==> src/ext_status_regs.vh <==
// Constants for the extended status frame builder.
`ifndef EXT_STATUS_REGS_VH
`define EXT_STATUS_REGS_VH
`define START_BYTE        8'h7E
`define FRAME_TYPE_EXT    8'h98
`define CODE_ESTABLISHED  8'h3B
`define CODE_ENDED        8'h3C
`define CODE_AUTH_FAIL    8'h3D
`define EXT_OPT_BIT       3
`define REASON_BY_PEER    8'h00
`define REASON_TIMEOUT    8'h01
`define REASON_BAD_CTR    8'h02
`define REASON_CTR_OVF    8'h03
`define REASON_NO_MEM     8'h04
`define LEN_ESTABLISHED   16'h000D
`define LEN_TWO_FIELD     16'h000B
`define CHECKSUM_BASE     8'hFF
`endif

==> src/extended_status_frame_builder.v <==
// Extended status frame builder for secure-session events.
// What this block does
// - Frames are emitted only while option bit 3 is set.
// - Each secure-session event produces one extended status frame.
// - Byte 0 is the start delimiter.
// - Bytes 1-2 hold the count between length and checksum.
// - Byte 3 is frame type 0x98.
// - Byte 4 is status code, then code-dependent data bytes.
// - Checksum is 0xFF minus low byte of sum from offset 3.
// - Established: code 0x3B, 64-bit address, options, 16-bit timeout.
// - Ended: code 0x3C, 64-bit address, reason byte.
// - Reason codes 0x00 to 0x04 as defined.
// - Auth failed: code 0x3D, 64-bit address, error byte.
`timescale 1ns/1ps
`include "ext_status_regs.vh"
module extended_status_frame_builder
(
  // Clock and reset.
  input  wire        clock,
  input  wire        rst_n,
  // Configuration.
  input  wire [7:0]  extended_api_options,
  // Event request.
  input  wire        evt_valid,
  input  wire [1:0]  evt_kind,
  input  wire [63:0] evt_addr,
  input  wire [7:0]  evt_detail,
  input  wire [15:0] evt_timeout,
  output wire        evt_ready,
  // Byte stream to the serial port.
  output reg         tx_valid_r,
  output reg  [7:0]  tx_data_r,
  output reg         tx_last_r,
  input  wire        tx_ready
);
  localparam KIND_ESTABLISHED = 2'd0;
  localparam KIND_ENDED       = 2'd1;
  localparam KIND_AUTH_FAIL   = 2'd2;

  localparam ST_IDLE  = 3'd0;
  localparam ST_LOAD  = 3'd1;
  localparam ST_HEAD  = 3'd2;
  localparam ST_BODY  = 3'd3;
  localparam ST_SUM   = 3'd4;

  reg  [2:0]  state_r;
  reg  [7:0]  code_r;
  reg  [63:0] addr_r;
  reg  [7:0]  detail_r;
  reg  [15:0] timeout_r;
  reg  [15:0] len_r;
  reg  [4:0]  pos_r;
  reg  [3:0]  idx_r;
  reg  [7:0]  sum_r;
  wire [7:0]  rom_data;

  function [7:0] kind_code;
    input [1:0] kind;
    begin
      case (kind)
        KIND_ESTABLISHED: kind_code = `CODE_ESTABLISHED;
        KIND_ENDED:       kind_code = `CODE_ENDED;
        default:          kind_code = `CODE_AUTH_FAIL;
      endcase
    end
  endfunction

  // Events are accepted only when idle; with the option clear they are dropped.
  assign evt_ready = (state_r == ST_IDLE);
  wire enabled = extended_api_options[`EXT_OPT_BIT];
  wire take    = evt_valid && evt_ready && enabled && (evt_kind != 2'd3);
  wire moved   = tx_valid_r && tx_ready;

  frame_byte_rom u_rom
  (
    .clock   (clock),
    .rst_n   (rst_n),
    .code    (code_r),
    .addr    (addr_r),
    .detail  (detail_r),
    .timeout (timeout_r),
    .index   (idx_r),
    .data_r  (rom_data)
  );

  always @(posedge clock or negedge rst_n)
  begin
    if (!rst_n)
    begin
      state_r    <= ST_IDLE;
      code_r     <= 8'h00;
      addr_r     <= 64'h0000000000000000;
      detail_r   <= 8'h00;
      timeout_r  <= 16'h0000;
      len_r      <= 16'h0000;
      pos_r      <= 5'd0;
      idx_r      <= 4'h0;
      sum_r      <= 8'h00;
      tx_valid_r <= 1'b0;
      tx_data_r  <= 8'h00;
      tx_last_r  <= 1'b0;
    end
    else
    begin
      case (state_r)
        ST_IDLE:
        begin
          if (take)
          begin
            code_r    <= kind_code(evt_kind);
            addr_r    <= evt_addr;
            detail_r  <= evt_detail;
            timeout_r <= evt_timeout;
            len_r     <= (evt_kind == KIND_ESTABLISHED) ? `LEN_ESTABLISHED
                                                        : `LEN_TWO_FIELD;
            pos_r      <= 5'd0;
            sum_r      <= 8'h00;
            tx_valid_r <= 1'b1;
            tx_data_r  <= `START_BYTE;
            tx_last_r  <= 1'b0;
            state_r    <= ST_HEAD;
          end
        end
        ST_HEAD:
        begin
          if (moved)
          begin
            pos_r <= pos_r + 5'd1;
            case (pos_r)
              5'd0: tx_data_r <= len_r[15:8];
              5'd1: tx_data_r <= len_r[7:0];
              5'd2: tx_data_r <= `FRAME_TYPE_EXT;
              default: tx_data_r <= code_r;
            endcase
            // The checksum covers the frame type byte and everything after it.
            if (pos_r >= 5'd3)
              sum_r <= sum_r + tx_data_r;
            if (pos_r == 5'd4)
            begin
              idx_r      <= 4'h0;
              tx_valid_r <= 1'b0;
              state_r    <= ST_LOAD;
            end
          end
        end
        ST_LOAD:
        begin
          // The selected payload byte is valid one cycle after the index settles.
          state_r <= ST_BODY;
        end
        ST_BODY:
        begin
          if (!tx_valid_r)
          begin
            tx_valid_r <= 1'b1;
            tx_data_r  <= rom_data;
          end
          else if (moved)
          begin
            sum_r <= sum_r + tx_data_r;
            if ({12'h000, idx_r} + 16'd3 == len_r)
            begin
              tx_data_r <= `CHECKSUM_BASE - (sum_r + tx_data_r);
              tx_last_r <= 1'b1;
              state_r   <= ST_SUM;
            end
            else
            begin
              idx_r      <= idx_r + 4'h1;
              tx_valid_r <= 1'b0;
              state_r    <= ST_LOAD;
            end
          end
        end
        ST_SUM:
        begin
          if (moved)
          begin
            tx_valid_r <= 1'b0;
            tx_last_r  <= 1'b0;
            state_r    <= ST_IDLE;
          end
        end
        default: state_r <= ST_IDLE;
      endcase
    end
  end
endmodule

==> src/frame_byte_rom.v <==
// Frame byte selector: returns the payload byte at a given index, registered.
`timescale 1ns/1ps
module frame_byte_rom
(
  // Clock and reset.
  input  wire        clock,
  input  wire        rst_n,
  // Latched event fields.
  input  wire [7:0]  code,
  input  wire [63:0] addr,
  input  wire [7:0]  detail,
  input  wire [15:0] timeout,
  // Lookup.
  input  wire [3:0]  index,
  output reg  [7:0]  data_r
);
  reg [7:0] data_nxt;

  // Payload bytes after the status code, most significant byte first.
  always @*
  begin
    case (index)
      4'h0: data_nxt = addr[63:56];
      4'h1: data_nxt = addr[55:48];
      4'h2: data_nxt = addr[47:40];
      4'h3: data_nxt = addr[39:32];
      4'h4: data_nxt = addr[31:24];
      4'h5: data_nxt = addr[23:16];
      4'h6: data_nxt = addr[15:8];
      4'h7: data_nxt = addr[7:0];
      4'h8: data_nxt = detail;
      4'h9: data_nxt = timeout[15:8];
      4'hA: data_nxt = timeout[7:0];
      default: data_nxt = 8'h00;
    endcase
  end

  always @(posedge clock or negedge rst_n)
  begin
    if (!rst_n)
      data_r <= 8'h00;
    else
      data_r <= data_nxt;
  end
endmodule

==> config.mk <==
export PLATFORM = sky130hd
export DESIGN_NAME = extended_status_frame_builder
export DESIGN_NICKNAME = d
export VERILOG_FILES = /design/src/extended_status_frame_builder.v /design/src/frame_byte_rom.v
export VERILOG_INCLUDE_DIRS = /design/src /design/src/src
export SDC_FILE = /design/constraint.sdc
export NUM_CORES = 1
export LEC_CHECK = 0
export ABC_AREA = 1
export BUFFER_PORTS_ARGS = -buffer_cell sky130_fd_sc_hd__buf_2
export CAP_MARGIN = 40
export CELL_PAD_IN_SITES_DETAIL_PLACEMENT = 0
export CELL_PAD_IN_SITES_GLOBAL_PLACEMENT = 1
export CORE_ASPECT_RATIO = 1.75
export CORE_MARGIN = 5
export CORE_UTILIZATION = 35
export DETAILED_ROUTE_END_ITERATION = 6
export PLACE_DENSITY_LB_ADDON = 0.1
export SLEW_MARGIN = 20
export SYNTH_ARGS = -nofsm -noshare
export SYNTH_HDL_FRONTEND = slang
export SYNTH_SLANG_ARGS = --single-unit
==> constraint.sdc <==
create_clock -name clock -period 1.97 [get_ports clock]
set_clock_uncertainty 0.2 [all_clocks]
set_input_delay 0.2955 -clock clock [delete_from_list [all_inputs] [get_ports clock]]
set_output_delay 0.2955 -clock clock [all_outputs]
set_load 0.02 [all_outputs]
==> out/summary.txt <==
total CTS buffers: 17
die width: 114 um
PwrDens: 1400 nW/um2
vias per std cell: 4.84
Reg power frac: 0.336
FMAX: 516 MHz
remaining antenna violation count after routing: 0
WL final: 20.9 mm
leakage: 4.84 nW
CTS Root Cell: clkbuf_16
CORE AREA: 18600 um2
PnR Total Power: 13.6 mW
# IOs: 113
worst path arrival time: 2090 ps
flops & latches, synth: 131
Netlist cell types: 38
Setup-failing EPs final: 0
Cell Int Power: 8.38 mW
starting density of the core: 0.355
area share of the largest cell type after synthesis: 0.497
min Tclk post-route: 1940 ps
maxcap violations: 0
mux contribution to synthesized area: 0
GRT Residual Overflow: 0
sequential fraction of the synthesis area: 0.497
Comb pwr share: 0.412
status: finished, final reports clean
Final TNS setup: 0 ps
post-synthesis compound-gate area fraction: 0.129
Max-slew headroom: 0.662
largest family of logic cells by synthesized area: simple AND/OR/NAND/NOR gates
FP Rows: 66
Net Sw Frac: 0.385
clk buf depth: 2
Worst Tran Pin Value: 501 ps
Mapped Area: 6600 um2
Post-synth EDFFs: 0
Post-synth ARST share: 1.00
cell count after placement: 1202
area share of fa/ha/maj cells after synthesis: 0.0334
Top FF cell, synth: dfrtp_1
Sink Count: 131
Non-Filler Instances: 1331
RSZ-0062 raised after global routing: true
Slew Limit Fails: 0
XOR/XNOR share of the synthesized area: 0.00531
HPWL after detailed placement: 15.6 mm
share of cells above drive strength 1: 0.259
Post-Route Utilization: 0.524
CP endpoint kind: flop
Total Die Area: 21800 um2
period utilization: 0.983
Worst-path clk slew: 60 ps
Port Buffer Count: 105
clock network power share: 0.252
# nets final: 1199
Final Wtd Congestion: 0.921
peak supply drop: 0.608 mV
Ys Warns: 0
Synth area leader: dfrtp_1
crit path max fanout: 7
Hold Crit Class: in -> async
drt wl/cell: 15.7 um
switching power total: 5.24 mW
GRT Total Usage: 0.193
Setup crit start kind: flop
DR iter-0 viols: 243
drt pass-1 iters: 4
Syn Nets: 938
Final Hold Viols: 0
Syn Area/Cell: 8.06 um2
type of the worst setup path: reg -> reg
initial antenna violation count: 0
Clock Latency Late Sink: 420 ps
final hold slack: 114 ps
pin count of the biggest net entering global routing: 73
WP data required: 2130 ps
drc violations: 0
vias in the first global route: 6735
first-pass GRT wire length: 32.9 mm
die height: 192 um
Antenna Cells: 0
top cells by area, synth: dfrtp_1 50%, nand2_1 17%, o21ai_0 6.3%, inv_1 5.1%, nand3_1 4.0%
simple-gate share of the synthesized area: 0.253
area delta synth->final: 47.5%
most frequent cell after synthesis: nand2_1
CTS tree: yes
list of most frequent post-synthesis cells: 296 x nand2_1, 131 x dfrtp_1, 89 x inv_1
H-tree depth: 4
Vias: 6440
Post-Syn Instances: 819
## placed cells by master, fill, tap and decap left out, types with 3 or more instances in the layout
cell type      synthesis  layout
a221oi_1              11       3
inv_2                  4      12
o21ai_1                0       4
ha_2                   0       3
o21a_1                 3       3
clkinvlp_4             0       4
nand2_4                2       4
buf_12                 0       5
nand2_2                1       7
dfrtp_1              131     128
buf_2                  9     104
o21ai_0               83      78
nor2_4                 5       9
nor2_1                27      22
nor2_2                 2       3
a221oi_2               0       7
buf_6                  7       3
a21oi_1               13       9
a31oi_1                8       8
nand2_1              296     288
nand3_1               53      45
o22ai_1               18      18
nand4_1                5       5
inv_1                 89      81
buf_4                  5      63
nand3_4                0       3
clkbuf_8               0       3
a21oi_2                1       5
ha_1                  16      11
nand3_2                1       6
dlygate4sd3_1          0      92
dfrtp_2                0       3
a22oi_1                3       3
clkbuf_16              0      18
bufinv_16              0       4
## power by group through the flow
stage          logic [mW]  registers [mW]  clock network, mW
6_report             5.61            4.58               3.43
5_1_grt              6.29            4.72               3.61
4_1_cts              5.32            4.57               3.50
3_5_place_dp         5.04            4.59                  0
3_3_place_gp         4.96            4.55                  0
2_1_floorplan        3.28            4.48                  0
## metal layers
layer  wire, um  part of all wire  global-route usage
met5          0                 0                   0
met4        704             0.034              0.0933
met3        576             0.028              0.0265
met2      11800              0.57               0.373
met1       7780              0.37               0.200
## flip-flops by register name, indices dropped and copies added, names as in the netlist
name / flops
u_rom.data_r: 8
tx_last_r: 1
code_r: 2
idx_r: 4
state_r: 3
sum_r: 8
addr_r: 64
tx_valid_r: 1
tx_data_r: 8
timeout_r: 16
len_r: 3
detail_r: 8
pos_r: 5
## final cells by class
type | instances | area, um2
Clock buffer | 20 | 467
Clock inverter | 12 | 178
Fill cell | 1791 | 8840
Inverter | 94 | 358
Multi-Input combinational cell | 566 | 3030
Sequential cell | 131 | 3280
Tap cell | 238 | 298
Timing Repair Buffer | 270 | 2130
## kinds of logic (layout without fill, tap and decap cells)
logic type | Yosys count | after routing
XOR/XNOR | 4 | 4
buffers and inverters | 122 | 396
adder cells (fa/ha/maj) | 17 | 17
flip-flops | 131 | 131
AND/OR/NAND/NOR | 399 | 399
AO/OA/AOI/OAI | 146 | 146
## worst paths after layout
| path | startpoint | to | slack (ps) | cells after the start |
|---|---|---|---|---|
| worst min-delay path | rst_n | sum_r[7] | 110 | 2 |
| worst min register to register | addr_r[52] | addr_r[52] | 270 | 2 |
| worst max register to register | idx_r[1] | tx_data_r[5] | 30 | 12 |
| max in group asynchronous | rst_n | u_rom.data_r[1] | 900 | 3 |
| worst max-delay path | idx_r[1] | tx_data_r[5] | 30 | 12 |
| min in group clock | evt_kind[1] | code_r[2] | 120 | 3 |
## what timing repair did
| item | 4_1_cts | 5_1_grt |
|---|---|---|
| endpoints found under the setup margin | 60 | 93 |
| cloned | 0 | 1 |
| resized for setup | 21 | 51 |
| hold buffers | 92 | 0 |
| setup buffers | 2 | 2 |
| pin swaps | 2 | 17 |
| endpoints found under the hold margin | 220 | 0 |
## per-stage QoR
stage,cell area (um2),setup slack (ps)
finish,9740,33.3
global route,9740,-86.0
CTS,9490,2.61
detailed placement,7830,-151
global placement,7830,-99.2
floorplan,6600,13.9
## critical path: stages, from the launching register on
cell,delay (ps)
dfrtp_1,400
inv_2,120
ha_4,220
inv_2,50
nand2_2,40
nand2_2,70
nand3_2,70
nor2_4,170
nand3_4,110
a21oi_2,150
buf_6,140
nor2_1,40
nor2_1,80
Note: power is estimated with default switching activity, not from simulation.
